--- src/sfp_pkg.sv ---
// Behaviour
// - Chip select high deselects: inputs ignored, all pin drivers released.
// - Deselected device shows standby unless an internal write operation runs.
// - Chip select low selects the device and enters active power mode.
// - No command is accepted before the first chip-select falling edge after reset.
// - Command, address and write data are captured on rising serial-clock edges.
// - Output data changes only after falling serial-clock edges.
// - Single-bit commands receive on lane zero and transmit on lane one.
// - Dual commands use lanes zero and one, quad commands all four lanes, in both directions.
// - Quad off, protect bits 0/1 and write-protect low block status writes.
// - With quad enabled the write-protect pin serves as data lane two.
// - Fourth pin pauses with quad off, serves as data lane three otherwise.
// - Pause suspends transfer without resetting the bit sequence, only while selected.
// - Pause starts on pause low with clock low, ends on pause high with clock low.
// - Write-protect and pause inputs idle high when the host leaves them open.
// - 24-bit address maps to 4096 sectors, 512 half blocks and 256 blocks.
package sfp_pkg;

    // =====================================================================
    // Data path sizes
    localparam int         BYTE_W         = 8;
    localparam int         FIFO_DEPTH_DEF = 16;
    localparam int         PIN_W          = 6;
    localparam logic [3:0] BITS_PER_BYTE  = 4'h8;
    localparam logic [7:0] TX_IDLE_BYTE   = 8'hff;

    // =====================================================================
    // Pin vector layout {cs, sck, lane3..lane0} and reset values
    localparam int         PIN_CS         = 5;
    localparam int         PIN_SCK        = 4;
    localparam int         LANE_WP        = 2;
    localparam int         LANE_PAUSE     = 3;
    localparam logic [5:0] PIN_F_RST      = 6'h0f;
    localparam logic [3:0] OE_NONE        = 4'h0;
    localparam logic [3:0] OE_SINGLE      = 4'h2;
    localparam logic [3:0] OE_DUAL        = 4'h3;
    localparam logic [3:0] OE_QUAD        = 4'hf;

    // =====================================================================
    // Address map fields
    localparam int          ADDR_W        = 24;
    localparam logic [23:0] ADDR_LAST     = 24'hffffff;
    localparam int          SECTOR_LSB    = 12;
    localparam int          SECTOR_W      = 12;
    localparam int          HALF_LSB      = 15;
    localparam int          HALF_W        = 9;
    localparam int          BLOCK_LSB     = 16;
    localparam int          BLOCK_W       = 8;

    // =====================================================================
    // Modes and states
    typedef enum logic [1:0]
    {
        LANE_SINGLE = 2'b00,
        LANE_DUAL   = 2'b01,
        LANE_QUAD   = 2'b10
    } sfp_lane_e;

    typedef enum logic [1:0]
    {
        LK_DESEL  = 2'b00,
        LK_ACTIVE = 2'b01,
        LK_PAUSE  = 2'b10
    } sfp_link_e;

    // Bits moved per clock edge; quad falls back to single without enable
    function automatic logic [3:0] lane_width(input logic [1:0] mode,
                                              input logic       qe);
        lane_width = 4'h1;
        if (mode == LANE_DUAL)
        begin
            lane_width = 4'h2;
        end
        else if (mode == LANE_QUAD && qe)
        begin
            lane_width = 4'h4;
        end
    endfunction

    // Lanes driven while transmitting
    function automatic logic [3:0] lane_mask(input logic [3:0] width);
        lane_mask = OE_SINGLE;
        if (width == 4'h2)
        begin
            lane_mask = OE_DUAL;
        end
        else if (width == 4'h4)
        begin
            lane_mask = OE_QUAD;
        end
    endfunction

endpackage

--- src/sfp_stream_if.sv ---
`timescale 1ns/10ps
`default_nettype none
// Valid/ready byte stream between the pin front end and its FIFO
interface sfp_stream_if #(parameter int W = 8);
    logic         valid;
    logic         ready;
    logic [W-1:0] data;

    modport src (output valid, output data, input ready);
    modport snk (input valid, input data, output ready);
endinterface
`default_nettype wire
--- src/sfp_fifo.sv ---
`timescale 1ns/10ps
`default_nettype none
// Receive FIFO with registered read side
module sfp_fifo
    import sfp_pkg::*;
#(
    parameter int WIDTH = BYTE_W,
    parameter int DEPTH = FIFO_DEPTH_DEF
)
(
    input wire logic    mclk,
    input wire logic    resetn,
    sfp_stream_if.snk   wr,
    sfp_stream_if.src   rd
);
    localparam int AW = $clog2(DEPTH);
    localparam logic [AW:0] FULL_CNT = (AW+1)'(DEPTH);

    // =====================================================================
    // Elaboration check
    if (DEPTH < 2 || (DEPTH & (DEPTH - 1)) != 0 || WIDTH < 1)
    begin : g_bad_param
        $error("sfp_fifo: DEPTH must be a power of two >= 2");
    end

    logic [WIDTH-1:0] mem [DEPTH];
    logic [AW-1:0]    wr_ptr_reg, wr_ptr_next;
    logic [AW-1:0]    rd_ptr_reg, rd_ptr_next;
    logic [AW:0]      count_reg, count_next;
    logic             out_valid_reg, out_valid_next;
    logic [WIDTH-1:0] out_data_reg, out_data_next;
    logic             push;
    logic             load;

    // =====================================================================
    // Pointer, count and output stage
    always_comb
    begin
        wr.ready       = (count_reg != FULL_CNT);
        push           = wr.valid && (count_reg != FULL_CNT);
        load           = (count_reg != '0) && (!out_valid_reg || rd.ready);
        wr_ptr_next    = push ? wr_ptr_reg + 1'b1 : wr_ptr_reg;
        rd_ptr_next    = load ? rd_ptr_reg + 1'b1 : rd_ptr_reg;
        count_next     = count_reg + {{AW{1'b0}}, push}
                                   - {{AW{1'b0}}, load};
        out_valid_next = out_valid_reg && !rd.ready;
        out_data_next  = out_data_reg;
        if (load)
        begin
            out_valid_next = 1'b1;
            out_data_next  = mem[rd_ptr_reg];
        end
    end

    assign rd.valid = out_valid_reg;
    assign rd.data  = out_data_reg;

    // Registers
    always_ff @(posedge mclk)
    begin
        if (!resetn)
        begin
            wr_ptr_reg    <= '0;
            rd_ptr_reg    <= '0;
            count_reg     <= '0;
            out_valid_reg <= 1'b0;
            out_data_reg  <= '0;
        end
        else
        begin
            wr_ptr_reg    <= wr_ptr_next;
            rd_ptr_reg    <= rd_ptr_next;
            count_reg     <= count_next;
            out_valid_reg <= out_valid_next;
            out_data_reg  <= out_data_next;
        end
    end

    // Storage array
    always_ff @(posedge mclk)
    begin
        if (push)
        begin
            mem[wr_ptr_reg] <= wr.data;
        end
    end

endmodule
`default_nettype wire

--- src/sfp_pin_front.sv ---
`timescale 1ns/10ps
`default_nettype none
// Serial flash pin front end, device side
module sfp_pin_front
    import sfp_pkg::*;
#(
    parameter int FIFO_DEPTH = FIFO_DEPTH_DEF
)
(
    input  wire logic                mclk,
    input  wire logic                resetn,
    input  wire logic                cs_n_pin,
    input  wire logic                sck_pin,
    input  wire logic [3:0]          io_in,
    output logic      [3:0]          io_out,
    output logic      [3:0]          io_oe,
    input  wire logic                quad_io_enable,
    input  wire logic                status_protect_hi,
    input  wire logic                status_protect_lo,
    input  wire logic                op_busy,
    input  wire logic [1:0]          lane_mode,
    input  wire logic                dir_tx,
    input  wire logic [BYTE_W-1:0]   tx_data,
    input  wire logic                tx_valid,
    output logic                     tx_ready,
    output logic [BYTE_W-1:0]        rx_data,
    output logic                     rx_valid,
    input  wire logic                rx_ready,
    output logic                     rx_overrun,
    output logic                     armed,
    output logic                     sel_active,
    output logic                     standby,
    output logic                     status_write_blocked,
    input  wire logic [ADDR_W-1:0]   addr_in,
    output logic [SECTOR_W-1:0]      sector_idx,
    output logic [HALF_W-1:0]        half_idx,
    output logic [BLOCK_W-1:0]       block_idx
);

    // =====================================================================
    // Elaboration check
    if (FIFO_DEPTH < 2 || (FIFO_DEPTH & (FIFO_DEPTH - 1)) != 0)
    begin : g_bad_param
        $error("sfp_pin_front: FIFO_DEPTH must be a power of two >= 2");
    end

    // =====================================================================
    // Pin synchronisers: three stages, accepted when stages two and three agree
    logic [PIN_W-1:0] pin_s1_reg, pin_s2_reg, pin_s3_reg;
    logic [PIN_W-1:0] pin_f_reg, pin_f_next;
    logic [PIN_W-1:0] pin_d_reg;

    // Filter next value
    always_comb
    begin
        pin_f_next = pin_f_reg;
        for (int i = 0; i < PIN_W; i++)
        begin
            if (pin_s2_reg[i] == pin_s3_reg[i])
            begin
                pin_f_next[i] = pin_s3_reg[i];
            end
        end
    end

    // Synchroniser and filter registers
    always_ff @(posedge mclk)
    begin
        if (!resetn)
        begin
            pin_s1_reg <= PIN_F_RST;
            pin_s2_reg <= PIN_F_RST;
            pin_s3_reg <= PIN_F_RST;
            pin_f_reg  <= PIN_F_RST;
            pin_d_reg  <= PIN_F_RST;
        end
        else
        begin
            pin_s1_reg <= {cs_n_pin, sck_pin, io_in};
            pin_s2_reg <= pin_s1_reg;
            pin_s3_reg <= pin_s2_reg;
            pin_f_reg  <= pin_f_next;
            pin_d_reg  <= pin_f_reg;
        end
    end

    // =====================================================================
    // Edge detection on the filtered pins
    logic       cs_f, sck_f;
    logic [3:0] io_f;
    logic       cs_fall, sck_rise, sck_fall;

    assign cs_f     = pin_f_reg[PIN_CS];
    assign sck_f    = pin_f_reg[PIN_SCK];
    assign io_f     = pin_f_reg[3:0];
    assign cs_fall  = pin_d_reg[PIN_CS] && !cs_f;
    assign sck_rise = !pin_d_reg[PIN_SCK] && sck_f;
    assign sck_fall = pin_d_reg[PIN_SCK] && !sck_f;

    // =====================================================================
    // Link state, shifters and status
    sfp_stream_if #(.W(BYTE_W)) rx_wr ();
    sfp_stream_if #(.W(BYTE_W)) rx_rd ();

    sfp_link_e         link_reg, link_next;
    logic              armed_reg, armed_next;
    logic [3:0]        width;
    logic [7:0]        rx_sh_reg, rx_sh_next;
    logic [3:0]        rx_cnt_reg, rx_cnt_next;
    logic              pend_reg, pend_next;
    logic [7:0]        pend_byte_reg, pend_byte_next;
    logic              overrun_reg, overrun_next;
    logic [7:0]        tx_sh_reg, tx_sh_next;
    logic [3:0]        tx_cnt_reg, tx_cnt_next;
    logic              tx_on_reg, tx_on_next;
    logic              tx_ready_reg, tx_ready_next;
    logic [3:0]        io_out_reg, io_out_next;
    logic [3:0]        io_oe_reg, io_oe_next;
    logic              sel_reg, sel_next;
    logic              standby_reg, standby_next;
    logic              wp_blk_reg, wp_blk_next;
    logic [3:0]        rx_sum;
    logic [7:0]        byte_in;
    logic [7:0]        tx_src;

    assign width = lane_width(lane_mode, quad_io_enable);
    assign rx_sum = rx_cnt_reg + width;

    always_comb
    begin
        link_next      = link_reg;
        armed_next     = armed_reg || cs_fall;
        rx_sh_next     = rx_sh_reg;
        rx_cnt_next    = rx_cnt_reg;
        pend_next      = pend_reg && !rx_wr.ready;
        pend_byte_next = pend_byte_reg;
        overrun_next   = overrun_reg;
        tx_sh_next     = tx_sh_reg;
        tx_cnt_next    = tx_cnt_reg;
        tx_on_next     = tx_on_reg;
        tx_ready_next  = 1'b0;
        io_out_next    = io_out_reg;
        byte_in        = rx_sh_reg;
        tx_src         = tx_sh_reg;

        // Select, deselect and pause sequencing
        unique case (link_reg)
            LK_DESEL:
            begin
                if (!cs_f && (armed_reg || cs_fall))
                begin
                    link_next = LK_ACTIVE;
                end
            end
            LK_ACTIVE:
            begin
                if (cs_f)
                begin
                    link_next = LK_DESEL;
                end
                else if (!quad_io_enable && !io_f[LANE_PAUSE] && !sck_f)
                begin
                    link_next = LK_PAUSE;
                end
            end
            LK_PAUSE:
            begin
                if (cs_f)
                begin
                    link_next = LK_DESEL;
                end
                else if ((io_f[LANE_PAUSE] || quad_io_enable) && !sck_f)
                begin
                    link_next = LK_ACTIVE;
                end
            end
            default:
            begin
                link_next = LK_DESEL;
            end
        endcase

        // Receive on rising clock edges
        if (link_reg == LK_ACTIVE && !cs_f && !dir_tx && sck_rise)
        begin
            unique case (width)
                4'h2:    byte_in = {rx_sh_reg[5:0], io_f[1:0]};
                4'h4:    byte_in = {rx_sh_reg[3:0], io_f};
                default: byte_in = {rx_sh_reg[6:0], io_f[0]};
            endcase
            rx_sh_next  = byte_in;
            rx_cnt_next = rx_sum;
            if (rx_sum >= BITS_PER_BYTE)
            begin
                rx_cnt_next = '0;
                if (pend_next)
                begin
                    overrun_next = 1'b1;
                end
                else
                begin
                    pend_next      = 1'b1;
                    pend_byte_next = byte_in;
                end
            end
        end

        // Transmit after falling clock edges
        if (link_reg == LK_ACTIVE && !cs_f && dir_tx && sck_fall)
        begin
            tx_on_next = 1'b1;
            if (tx_cnt_reg == '0)
            begin
                tx_src        = tx_valid ? tx_data : TX_IDLE_BYTE;
                tx_ready_next = tx_valid;
            end
            unique case (width)
                4'h2:    io_out_next = {2'b00, tx_src[7:6]};
                4'h4:    io_out_next = tx_src[7:4];
                default: io_out_next = {2'b00, tx_src[7], 1'b0};
            endcase
            tx_sh_next  = tx_src << width;
            tx_cnt_next = (tx_cnt_reg + width) & 4'h7;
        end

        // Deselect ends the sequence and drops partial bytes
        if (link_next == LK_DESEL)
        begin
            rx_cnt_next  = '0;
            tx_cnt_next  = '0;
            tx_on_next   = 1'b0;
            overrun_next = 1'b0;
        end
        if (!dir_tx)
        begin
            tx_on_next  = 1'b0;
            tx_cnt_next = '0;
        end

        // Drivers only while actively transmitting, released in pause
        io_oe_next = (link_next == LK_ACTIVE && tx_on_next)
                   ? lane_mask(width) : OE_NONE;

        sel_next     = (link_next != LK_DESEL);
        standby_next = cs_f && !op_busy;
        wp_blk_next  = !quad_io_enable && !status_protect_hi
                     && status_protect_lo && !io_f[LANE_WP];
    end

    assign rx_wr.valid = pend_reg;
    assign rx_wr.data  = pend_byte_reg;
    assign rx_rd.ready = rx_ready;
    assign rx_valid    = rx_rd.valid;
    assign rx_data     = rx_rd.data;

    // Registers
    always_ff @(posedge mclk)
    begin
        if (!resetn)
        begin
            link_reg      <= LK_DESEL;
            armed_reg     <= 1'b0;
            rx_sh_reg     <= '0;
            rx_cnt_reg    <= '0;
            pend_reg      <= 1'b0;
            pend_byte_reg <= '0;
            overrun_reg   <= 1'b0;
            tx_sh_reg     <= '0;
            tx_cnt_reg    <= '0;
            tx_on_reg     <= 1'b0;
            tx_ready_reg  <= 1'b0;
            io_out_reg    <= OE_NONE;
            io_oe_reg     <= OE_NONE;
            sel_reg       <= 1'b0;
            standby_reg   <= 1'b0;
            wp_blk_reg    <= 1'b0;
        end
        else
        begin
            link_reg      <= link_next;
            armed_reg     <= armed_next;
            rx_sh_reg     <= rx_sh_next;
            rx_cnt_reg    <= rx_cnt_next;
            pend_reg      <= pend_next;
            pend_byte_reg <= pend_byte_next;
            overrun_reg   <= overrun_next;
            tx_sh_reg     <= tx_sh_next;
            tx_cnt_reg    <= tx_cnt_next;
            tx_on_reg     <= tx_on_next;
            tx_ready_reg  <= tx_ready_next;
            io_out_reg    <= io_out_next;
            io_oe_reg     <= io_oe_next;
            sel_reg       <= sel_next;
            standby_reg   <= standby_next;
            wp_blk_reg    <= wp_blk_next;
        end
    end

    // =====================================================================
    // Address map
    always_ff @(posedge mclk)
    begin
        if (!resetn)
        begin
            sector_idx <= '0;
            half_idx   <= '0;
            block_idx  <= '0;
        end
        else
        begin
            sector_idx <= addr_in[ADDR_W-1:SECTOR_LSB];
            half_idx   <= addr_in[ADDR_W-1:HALF_LSB];
            block_idx  <= addr_in[ADDR_W-1:BLOCK_LSB];
        end
    end

    // =====================================================================
    // Receive FIFO
    sfp_fifo #(
        .WIDTH (BYTE_W),
        .DEPTH (FIFO_DEPTH)
    ) u_rx_fifo (
        .mclk   (mclk),
        .resetn (resetn),
        .wr     (rx_wr.snk),
        .rd     (rx_rd.src)
    );

    assign io_out               = io_out_reg;
    assign io_oe                = io_oe_reg;
    assign tx_ready             = tx_ready_reg;
    assign rx_overrun           = overrun_reg;
    assign armed                = armed_reg;
    assign sel_active           = sel_reg;
    assign standby              = standby_reg;
    assign status_write_blocked = wp_blk_reg;

    // =====================================================================
    // Assertions
    a_desel_hiz: assert property (@(posedge mclk) disable iff (!resetn)
        cs_f |=> io_oe_reg == OE_NONE)
        else $error("drivers enabled while deselected");
    a_standby_lvl: assert property (@(posedge mclk) disable iff (!resetn)
        (cs_f && !op_busy) [*2] |-> standby_reg)
        else $error("standby not shown while idle and deselected");
    a_select_act: assert property (@(posedge mclk) disable iff (!resetn)
        (link_reg == LK_ACTIVE && !cs_f) |=> sel_reg)
        else $error("selected device not active");
    a_arm_first: assert property (@(posedge mclk) disable iff (!resetn)
        !armed_reg |-> link_reg == LK_DESEL)
        else $error("selection before first select edge");
    a_rx_rise_only: assert property (@(posedge mclk) disable iff (!resetn)
        (!sck_rise && !cs_f && link_reg == LK_ACTIVE)
        |=> $stable(rx_sh_reg))
        else $error("receive shift without rising clock");
    a_tx_fall_only: assert property (@(posedge mclk) disable iff (!resetn)
        $changed(io_out_reg) |-> $past(sck_fall))
        else $error("output changed without falling clock");
    a_single_lane: assert property (@(posedge mclk) disable iff (!resetn)
        ($past(width) == 4'h1 && io_oe_reg != OE_NONE)
        |-> io_oe_reg == OE_SINGLE)
        else $error("single mode drives wrong lane");
    a_quad_gate: assert property (@(posedge mclk) disable iff (!resetn)
        io_oe_reg[LANE_PAUSE] |-> $past(quad_io_enable))
        else $error("lane three driven without quad enable");
    a_wp_block: assert property (@(posedge mclk) disable iff (!resetn)
        (!quad_io_enable && !status_protect_hi && status_protect_lo
         && !io_f[LANE_WP]) |=> wp_blk_reg)
        else $error("write protect not honoured");
    a_pause_hiz: assert property (@(posedge mclk) disable iff (!resetn)
        link_reg == LK_PAUSE |-> io_oe_reg == OE_NONE)
        else $error("drivers enabled during pause");
    a_pause_entry: assert property (@(posedge mclk) disable iff (!resetn)
        $rose(link_reg == LK_PAUSE)
        |-> $past(!sck_f && !io_f[LANE_PAUSE]))
        else $error("pause entered with clock high");
    a_sector_map: assert property (@(posedge mclk) disable iff (!resetn)
        ##1 sector_idx == $past(addr_in[23:12])
        && block_idx == $past(addr_in[23:16]))
        else $error("address map mismatch");

endmodule
`default_nettype wire

--- config.mk ---
export PLATFORM = sky130hd
export DESIGN_NAME = sfp_pin_front
export DESIGN_NICKNAME = d
export VERILOG_FILES = /design/src/sfp_pkg.sv /design/src/sfp_stream_if.sv /design/src/sfp_fifo.sv /design/src/sfp_pin_front.sv
export SDC_FILE = /design/constraint.sdc
export NUM_CORES = 1
export LEC_CHECK = 0
export ABC_AREA = 0
export BUFFER_PORTS_ARGS = -buffer_cell sky130_fd_sc_hd__buf_4
export CAP_MARGIN = 20
export CORE_MARGIN = 8
export CORE_UTILIZATION = 46
export CTS_CLUSTER_SIZE = 14
export DETAILED_ROUTE_END_ITERATION = 10
export SETUP_SLACK_MARGIN = 0.05
export SLEW_MARGIN = 0
export SYNTH_ARGS = -nofsm -noshare
export SYNTH_HDL_FRONTEND = slang
export SYNTH_SLANG_ARGS = --single-unit
--- constraint.sdc ---
create_clock -name mclk -period 8.7 [get_ports mclk]
set_input_delay 0.87 -clock mclk [delete_from_list [all_inputs] [get_ports mclk]]
set_output_delay 0.87 -clock mclk [all_outputs]
set_load 0.02 [all_outputs]
==> After elaboration in Yosys (flattened, before gate mapping) <==
Memories as Yosys holds them, arrays and structs flattened. A register that Yosys moved wholly into a read port is not among the register bits.
Index checks and enable logic that the tools add are counted.
{ "totals": {"reg_bits": 121, "ram_bits": 128, "n_memories": 1} }
{ "memory_table": {"columns": ["name", "depth", "word_bits", "read_ports", "rd_ports_with_merged_regs", "write_ports", "line_no", "source"], "rows": [
  ["u_rx_fifo.mem", 16, 8, 1, 1, 1, "sfp_fifo.sv:26", "logic [WIDTH-1:0] mem [DEPTH];"]
]} }
{ "classes": {"addsub": 6, "magnitude_cmp": 1, "eq_ne": 14, "shifts": 1, "mux": 24, "bitwise_logic": 4, "reduce_logical": 50} }
{ "op_table": {"columns": ["op", "count"], "rows": [
  ["$mux W8", 3],
  ["$logic_and A1 B1 Y1", 22],
  ["$pmux W8 S2", 1],
  ["$logic_not A1 Y1", 13],
  ["$mux W2", 6],
  ["$reduce_and A3 Y1", 3],
  ["$add A4 B1 Y4 const B", 2],
  ["$mux W1", 8],
  ["$mux W4", 2],
  ["$pmux W4 S2", 1],
  ["$shl A8 B4 Y8", 1],
  ["$eq A1 B1 Y1", 6],
  ["$eq A2 B1 Y1 const B", 3],
  ["$mux W3", 2],
  ["$pmux W2 S3", 1],
  ["$reduce_or A3 Y1", 2],
  ["$add A5 B1 Y5", 1],
  ["$ne A5 B5 Y1 const B", 1],
  ["$reduce_bool A5 Y1", 1],
  ["$sub A5 B1 Y5", 1],
  ["$add A4 B4 Y4", 1],
  ["$eq A2 B2 Y1 const B", 2],
  ["$eq A4 B2 Y1 const B", 1],
  ["$eq A4 B3 Y1 const B", 1],
  ["9 further kinds", 15]
]} }

==> Logic depth before layout (Yosys ltp) <==
Gate-level depths: netlist (run 1).
{ "logic_depth": {"word_depth": 12, "mapped_depth": 14, "mapped_depth_nobuf": 13} }

==> Modules after synthesis <==
From an unflattened synthesis (run 1), not the netlist that was laid out.
{ "unflattened": {"hier_cells": 705, "area_unflattened_um2": 9566.7} }
{ "modules_own_cells": {"columns": ["module", "n_inst", "cells_per_inst", "area_per_inst_um2", "seq_area_each_um2"], "rows": [
  ["sfp_fifo", 1, 324, 6023.3, 4284.1],
  ["sfp_pin_front", 1, 381, 3543.4, 1701.6]
]} }

==> Least setup slack after synthesis (run 1) <==
No wires, ideal clock.
{ "synth_timing": {"path_type": "input-to-reg", "from": "in lane_mode[0]", "to": "reg pend_byte_reg[1]", "setup_time_ns": 0.087, "arrival_time_ns": 2.883, "required_ns": 8.613, "setup_slack_ns": 5.730, "path_stages": 8, "n_path_buf": 1, "path_cell_list": "nand3b_1 inv_1 buf_1 ha_1 a21oi_1 a21boi_1 or4_1 o31ai_1"} }
{ "synth_via": {"elab_chain_len": 7, "elab_cells_between_ends": 11} }
{ "synth_rtl": {"columns": ["element", "line_no", "source"], "rows": [
  ["from (decl)", "sfp_pin_front.sv:21", "input wire logic [1:0] lane_mode,"],
  ["$eq A2 B2 Y1", "sfp_pkg.sv:74", "else if (mode == LANE_QUAD && qe)"],
  ["$logic_and A1 B1 Y1", "sfp_pkg.sv:74", null],
  ["$mux W3", "sfp_pkg.sv:74", null],
  ["$mux W3 *", "sfp_pkg.sv:70", "if (mode == LANE_DUAL)"],
  ["$add A4 B4 Y4", "sfp_pin_front.sv:127", "assign rx_sum = rx_cnt_reg + width;"],
  ["$ge A4 B4 Y1", "sfp_pin_front.sv:193", "if (rx_sum >= BITS_PER_BYTE)"],
  ["$reduce_and A3 Y1 (no source line)", null, null],
  ["to (signal assigned)", "sfp_pin_front.sv:285", "pend_byte_reg <= pend_byte_next;"],
  ["to (decl)", "sfp_pin_front.sv:111", "logic [7:0] pend_byte_reg, pend_byte_next;"]
]} }
Every way passes the cells marked *; elsewhere a longest branch is shown, timed or not.
A chain may end at the register's enable or synchronous reset.

==> Final worst setup path (run 1) <==
{ "layout_timing": {"from": "reg u_rx_fifo.count_reg[3]", "to": "reg u_rx_fifo.count_reg[4]"} }
{ "layout_via": {"elab_cells_between_ends": 6} }
{ "layout_rtl": {"columns": ["element", "line_no", "source"], "rows": [
  ["from (decl)", "sfp_fifo.sv:29", "logic [AW:0] count_reg, count_next;"],
  ["from (signal assigned)", "sfp_fifo.sv:73", "count_reg <= count_next;"],
  ["$reduce_bool A5 Y1", "sfp_fifo.sv:41", "load = (count_reg != '0) && (!out_valid_reg || rd.ready);"],
  ["$logic_and A1 B1 Y1", "sfp_fifo.sv:41", null],
  ["named net u_rx_fifo.load", "sfp_fifo.sv:33", "logic load;"],
  ["$sub A5 B1 Y5", "sfp_fifo.sv:45", "- {{AW{1'b0}}, load};"]
]} }
The timed path passes the listed nets, and every way through them passes these cells.

==> flow_summary.toml, run 1 <==
[floorplanning]
die-width_um = 159
initial_core_util = 0.469
io_pins = 101
die_area_mm2 = 0.0254
coreArea_mm2 = 0.0202
rows = 52
fp.dieH_um = 159

[sta]
tightest_slew_ps = 935
finClkSkew_ps = 9.34
max_freq_mhz = 290
slew_headroom = 0.374
maxSlewViolCount = 0
setup_ws_ps = 5250
hold_viol = 0
fin_crit_ps = 3450
setup_violations = 0
timing.hold.ws_ps = 406
tns_ps = 0
timing.final.crit_share = 0.397
rsz0062_at_grt = "false"

[synth]
synth.net_count = 773
synthFlopType = "edfxtp_1"
synthMuxAreaShare = 0.114
synth_fa_ha_area_frac = 0.0262
synth_edf_count = 128
yosysUniqueCellTypes = 57
synthCells = 706
synth.ff_latch_count = 235
synth_top_area_frac = 0.407
synthTopCellsByCount = "edfxtp_1, dfxtp_1, nor2_1"
synth-simple-area-share = 0.114
ys_warn_count = 0
yosysSeqAreaShare = 0.633
synthXorXnorAreaFrac = 0.0111
synth_compound_area_frac = 0.0592
yosys-top-cells-area = "edfxtp_1, dfxtp_1, mux4_2"
yosys.area.top_type = "edfxtp_1"
syn_area_per_cell_um2 = 13.4
synth_top_family_by_area = "simple AND/OR/NAND/NOR gates"
synth.most_common_cell = "edfxtp_1"
netlist_area_mm2 = 0.00945
async_flop_share = 0

[routing]
detail-route-antenna-nets = 0
wirelength_mm = 19.6
dr.pass1.iters = 5
route.vias.total = 5574
viasPerCell = 5.26
drcViolationCount = 0
routedWlPerCell_um = 18.5
drt_iter0_markers = 355

[clock_network]
clk_latency_ps = 500
clockBufferDepth = 3
cts_hold_buffers = 0
postCtsSetupRepairBufs = 0
cts_tree = "built"
clk_pin_slew_ps = 60
cts_max_level = 1
numClockSinks = 235
root_buffer = "clkbuf_16"
cts_resized = 0
cts_buffers = 24

[placed_design]
pre_cts_ws_ps = 4880
port_buffers = 88
dp.cells = 1016
dp_hpwl_mm = 12.7
place.gp.congestion = 0.763

[critical_path]
setup.worst_path.class = "reg2reg"
startpoint_type = "flip-flop"
crit_path_end = "u_rx_fifo.count_reg[4]$_SDFF_PN0_"
crit_required_ps = 9080
cp.arrival_ps = 3830
r2r-start = "u_rx_fifo.count_reg[3]$_SDFF_PN0_"
worst_r2r_path_depth = 13
cp_slowest_stage_delay_ps = 650
critPathCaptureType = "flip-flop"
path_cells = "inv_1 > ha_1 > or4b_2 > nand2_1 > inv_1 > ha_1 > inv_1 > ha_1 > fa_1 > a21oi_1 > o21bai_1 > xnor2_1 > nor2_1"
r2r_setup_slack_ps = 5250
rr_endpoint = "u_rx_fifo.count_reg[4]$_SDFF_PN0_"
cp-startpoint = "u_rx_fifo.count_reg[3]$_SDFF_PN0_"
worst_path_max_delay_cell = "or4b_2"
cp_max_fo = 11

[grt]
grt_pass1_wl_mm = 31.7
grt_overflow_total = 0
top_usage_layer = "met2"
grt.met3_usage = 0.0261
track_usage = 0.153
grtUsageMet1 = 0.186
grt_pass1_vias = 6028
grt_antenna_before_repair = 0
grt_max_degree = 80
gr-usage-met2 = 0.280

[power]
p_comb_frac = 0.138
seqPwrFrac = 0.481
switching_share = 0.243
p_leak_nw = 3.83
power_mw = 2.55
powerDensity_mw_per_mm2 = 233
switchingPower_mw = 0.620
vdd_ir_drop_max_mv = 0.113
clkPwrFrac = 0.381
p_int_mw = 1.93

[cells_and_area]
fin_cells = 1059
reg_top3 = "u_rx_fifo.mem x128, sector_idx x12"
largest_register_ff_count = 128
regMostFlops = "u_rx_fifo.mem"
layout-drive-gt1-share = 0.221
insertedDiodeCount = 0
areaGrowthSynthToFinish_pct = 16.0
layout.nets = 839

[run_status]
status = "finished clean"

[hold_path]
hp-class = "reg2reg"

[job]
drv_cap = 0
==> stage by stage <==
step / utilization / instance area, µm²
floorplan: - / 9450
global placement: 0.507 / 10200
detailed placement: 0.507 / 10200
CTS: 0.544 / 11000
global route: 0.544 / 11000
finish: 0.544 / 11000
==> power by group through the flow <==
stage          clock (mW)  sequential (mW)  combinational [mW]
2_1_floorplan           0             1.25               0.261
3_3_place_gp            0             1.25               0.348
3_5_place_dp            0             1.25               0.357
4_1_cts             0.995             1.23               0.360
5_1_grt              1.04             1.23               0.392
6_report            0.971             1.23               0.352
==> placed cells by master, fill, tap and decap left out, types with 10 or more instances in the layout <==
cell / Yosys / layout
a21oi_1: 28 / 28
and2_1: 28 / 28
buf_4: 18 / 96
clkbuf_1: 26 / 10
clkbuf_16: 0 / 25
dfxtp_1: 107 / 105
edfxtp_1: 128 / 128
ha_1: 15 / 15
inv_1: 26 / 26
mux2i_1: 29 / 29
mux4_2: 32 / 32
nand2_1: 35 / 35
nand2b_1: 25 / 25
nand3_1: 20 / 20
nor2_1: 48 / 48
nor3_1: 17 / 17
o21ai_0: 15 / 15
xnor2_1: 10 / 10
==> cell families after synthesis <==
logic type | Yosys count
buffers and inverters | 83
adders and majority gates | 18
DFF | 235
AOI/OAI and AO/OA | 86
muxes | 67
and+or+nand+nor | 205
xor gates and xnor gates | 12
==> metal layers <==
layer	part of all wire	up-vias
met3	0.049	15
met4	0.0082	0
met5	0	-
met2	0.52	132
li1	-	2696
met1	0.43	2731
==> critical path: cells and delay by family, from the launching register on <==
| kind | cells | cell delay (ps) |
|---|---|---|
| AO/OA/AOI/OAI | 2 | 250 |
| XOR/XNOR | 1 | 150 |
| adder cells (fa/ha/maj) | 4 | 1160 |
| buffers and inverters | 3 | 350 |
| flip-flops | 1 | 320 |
| AND/OR/NAND/NOR | 3 | 1120 |
==> area by class of cell <==
class | instances | area [µm²]
fill | 1710 | 9200
sequential | 235 | 5990
multi-input combinational | 388 | 3070
timing repair buffer | 96 | 721
clock buffer | 38 | 698
tap | 270 | 338
inverter | 27 | 101
clock inverter | 5 | 48.8
==> how the worst min path moves through the flow <==
| stage | start | endpoint | slack, ps | cells after the start |
|---|---|---|---|---|
| after floorplan | pin_s1_reg[0]$_SDFF_PN1_ | pin_s2_reg[0]$_SDFF_PN1_ | 390 | 1 |
| after global placement | pin_s1_reg[2]$_SDFF_PN1_ | pin_s2_reg[2]$_SDFF_PN1_ | 390 | 1 |
| after detailed placement | pin_s1_reg[1]$_SDFF_PN1_ | pin_s2_reg[1]$_SDFF_PN1_ | 400 | 1 |
| after CTS | pin_s1_reg[2]$_SDFF_PN1_ | pin_s2_reg[2]$_SDFF_PN1_ | 410 | 1 |
| after global routing | pin_s1_reg[3]$_SDFF_PN1_ | pin_s2_reg[3]$_SDFF_PN1_ | 430 | 1 |
| final | pin_s1_reg[2]$_SDFF_PN1_ | pin_s2_reg[2]$_SDFF_PN1_ | 410 | 1 |
No activity file was read; power rests on OpenSTA's default activity.
==> run 2: changes to the inputs <==
PLACE_DENSITY = 0.67   (was default)
clock period = 2.95 ns   (was 8.7 ns; I/O delays follow)
==> run 2 against run 1 <==
  * First-iteration DRC count grew 49%
  * Cell area increased by 3.5%
  * Critical endpoint unchanged
  * Via count grew 5.5%
  * Sequential power rose to 2.9 times the previous value
  * Critical path depth stayed put
  * Core utilization grew 1.9 points
  * Worst hold slack got worse by 380 ps
  * Maximum frequency up 27%
  * Sequential share of layout area fell by 1.9 points
  * Combinational power grew to 2.9 times the previous value
  * Power rose to 3.0 times the previous value
==> flow_summary.toml, run 2 (synthesis gave the netlist of run 1 again) <==
[run_status]
status = "finished clean"

[floorplanning]
die_area_mm2 = 0.0254
io_pins = 101
rows = 52
coreArea_mm2 = 0.0202
die-width_um = 159
initial_core_util = 0.469
fp.dieH_um = 159

[routing]
drt_iter0_markers = 530
drcViolationCount = 0
detail-route-antenna-nets = 0
dr.pass1.iters = 6
routedWlPerCell_um = 18.5
viasPerCell = 5.38
route.vias.total = 5878
wirelength_mm = 20.3

[cells_and_area]
final_cell_mix = "edfxtp_1, dfxtp_1, buf_4"
layout.nets = 871
regMostFlops = "u_rx_fifo.mem"
reg_top3 = "u_rx_fifo.mem x128, sector_idx x12"
final_common_cell = "edfxtp_1"
stdcell_area_mm2 = 0.0114
insertedDiodeCount = 0
fill_cells = 1622
layout-drive-gt1-share = 0.231
largest_register_ff_count = 128
seq_area_mm2 = 0.00599
areaGrowthSynthToFinish_pct = 20.1
multi_input_area_mm2 = 0.00308

[sta]
timing.final.crit_share = 0.918
maxSlewViolCount = 0
setup_violations = 0
tns_ps = 0
hold_viol = 0
rsz0062_at_grt = "false"
max_freq_mhz = 369
fin_crit_ps = 2710
finClkSkew_ps = 15.6
slew_headroom = 0.452
tightest_slew_ps = 818

[grt]
grt_pass1_vias = 6180
grt_antenna_before_repair = 0
grt_max_degree = 48
track_usage = 0.157
grt_pass1_wl_mm = 32.7
grt_overflow_total = 0

[clock_network]
numClockSinks = 235
clk_pin_slew_ps = 60
clk_latency_ps = 510
clockBufferDepth = 3
root_buffer = "clkbuf_16"
postCtsSetupRepairBufs = 0
cts_tree = "built"
cts_max_level = 1
cts_buffers = 25

[critical_path]
worst_r2r_path_depth = 13
r2r-start = "u_rx_fifo.count_reg[3]$_SDFF_PN0_"
startpoint_type = "flip-flop"
r2r_setup_slack_ps = 240
cp_max_fo = 4
cp.arrival_ps = 3100
critPathCaptureType = "flip-flop"
setup.worst_path.class = "reg2reg"
crit_required_ps = 3340
rr_endpoint = "u_rx_fifo.count_reg[4]$_SDFF_PN0_"

[placed_design]
dp_hpwl_mm = 13.2
port_buffers = 88
place.gp.congestion = 0.823
post_dp_cell_area_mm2 = 0.0103

[hold_path]
min_from = "cs_n_pin"
hp-class = "in2reg"
hold_depth = 2
min_to = "pin_s1_reg[5]$_SDFF_PN0_"

[power]
powerDensity_mw_per_mm2 = 683
vdd_ir_drop_max_mv = 0.416
p_leak_nw = 4.26

[job]
drv_cap = 0
==> run 2: timing repair <==
item	4_1_cts	5_1_grt
endpoints found under the hold margin	19	0
hold buffers	20	0
gates resized for setup	0	2
setup endpoints to repair	0	1
==> run 2: how the worst max path moves through the flow <==
stage                                           start                                 to  slack (ps)  cells after the start
floorplan           u_rx_fifo.count_reg[3]$_SDFF_PN0_  u_rx_fifo.count_reg[4]$_SDFF_PN0_         200                     14
global placement    u_rx_fifo.count_reg[3]$_SDFF_PN0_  u_rx_fifo.count_reg[4]$_SDFF_PN0_         250                     13
detailed placement  u_rx_fifo.count_reg[3]$_SDFF_PN0_  u_rx_fifo.count_reg[4]$_SDFF_PN0_         150                     13
CTS                 u_rx_fifo.count_reg[3]$_SDFF_PN0_  u_rx_fifo.count_reg[4]$_SDFF_PN0_         140                     13
global route        u_rx_fifo.count_reg[2]$_SDFF_PN0_  u_rx_fifo.count_reg[4]$_SDFF_PN0_          70                     13
finish              u_rx_fifo.count_reg[3]$_SDFF_PN0_  u_rx_fifo.count_reg[4]$_SDFF_PN0_         240                     13
==> run 2: critical path: stages (launching register included) <==
cell and delay [ps]:
dfxtp_1 320, inv_1 80, ha_1 160, or4b_4 480, nand2_1 120, inv_2 70
ha_1 270, inv_1 40, ha_1 220, fa_2 380, a21oi_1 150, o21bai_1 90
xnor2_1 170, nor2_1 50
==> run 2: metrics by stage <==
step / hold slack (ps) / power, mW / utilization / instances / worst slack (ps)
4_1_cts: 3.34 / 7.84 / 0.563 / 1093 / 137
6_report: 21.9 / 7.75 / 0.563 / 1093 / 241
3_3_place_gp: 394 / 4.64 / 0.511 / 1027 / 250
5_1_grt: 15.9 / 8.08 / 0.563 / 1093 / 68.0
3_5_place_dp: 395 / 4.68 / 0.511 / 1027 / 152
2_1_floorplan: 371 / 4.40 / - / 706 / 203
==> run 2: cell type report <==
class,count,share of cell area
clock buffer,35,0.0612
clock inverter,11,0.0121
inverter,27,0.00893
multi-input combinational,388,0.271
sequential,235,0.527
tap,270,0.0298
timing repair buffer,127,0.0895
==> run 2: where the power goes <==
group / switching (mW) / internal [mW]
clock: 1.22 / 1.91
sequential: 0.0872 / 3.50
combinational: 0.533 / 0.499
total: 1.84 / 5.91
==> run 2: per-layer routing <==
metal,GRT usage,part of all wire,vias to the layer above
li1,-,-,2768
met1,0.195,0.42,2883
met2,0.277,0.50,191
met3,0.0284,0.051,36
met4,0.0433,0.024,0
met5,0,0,-
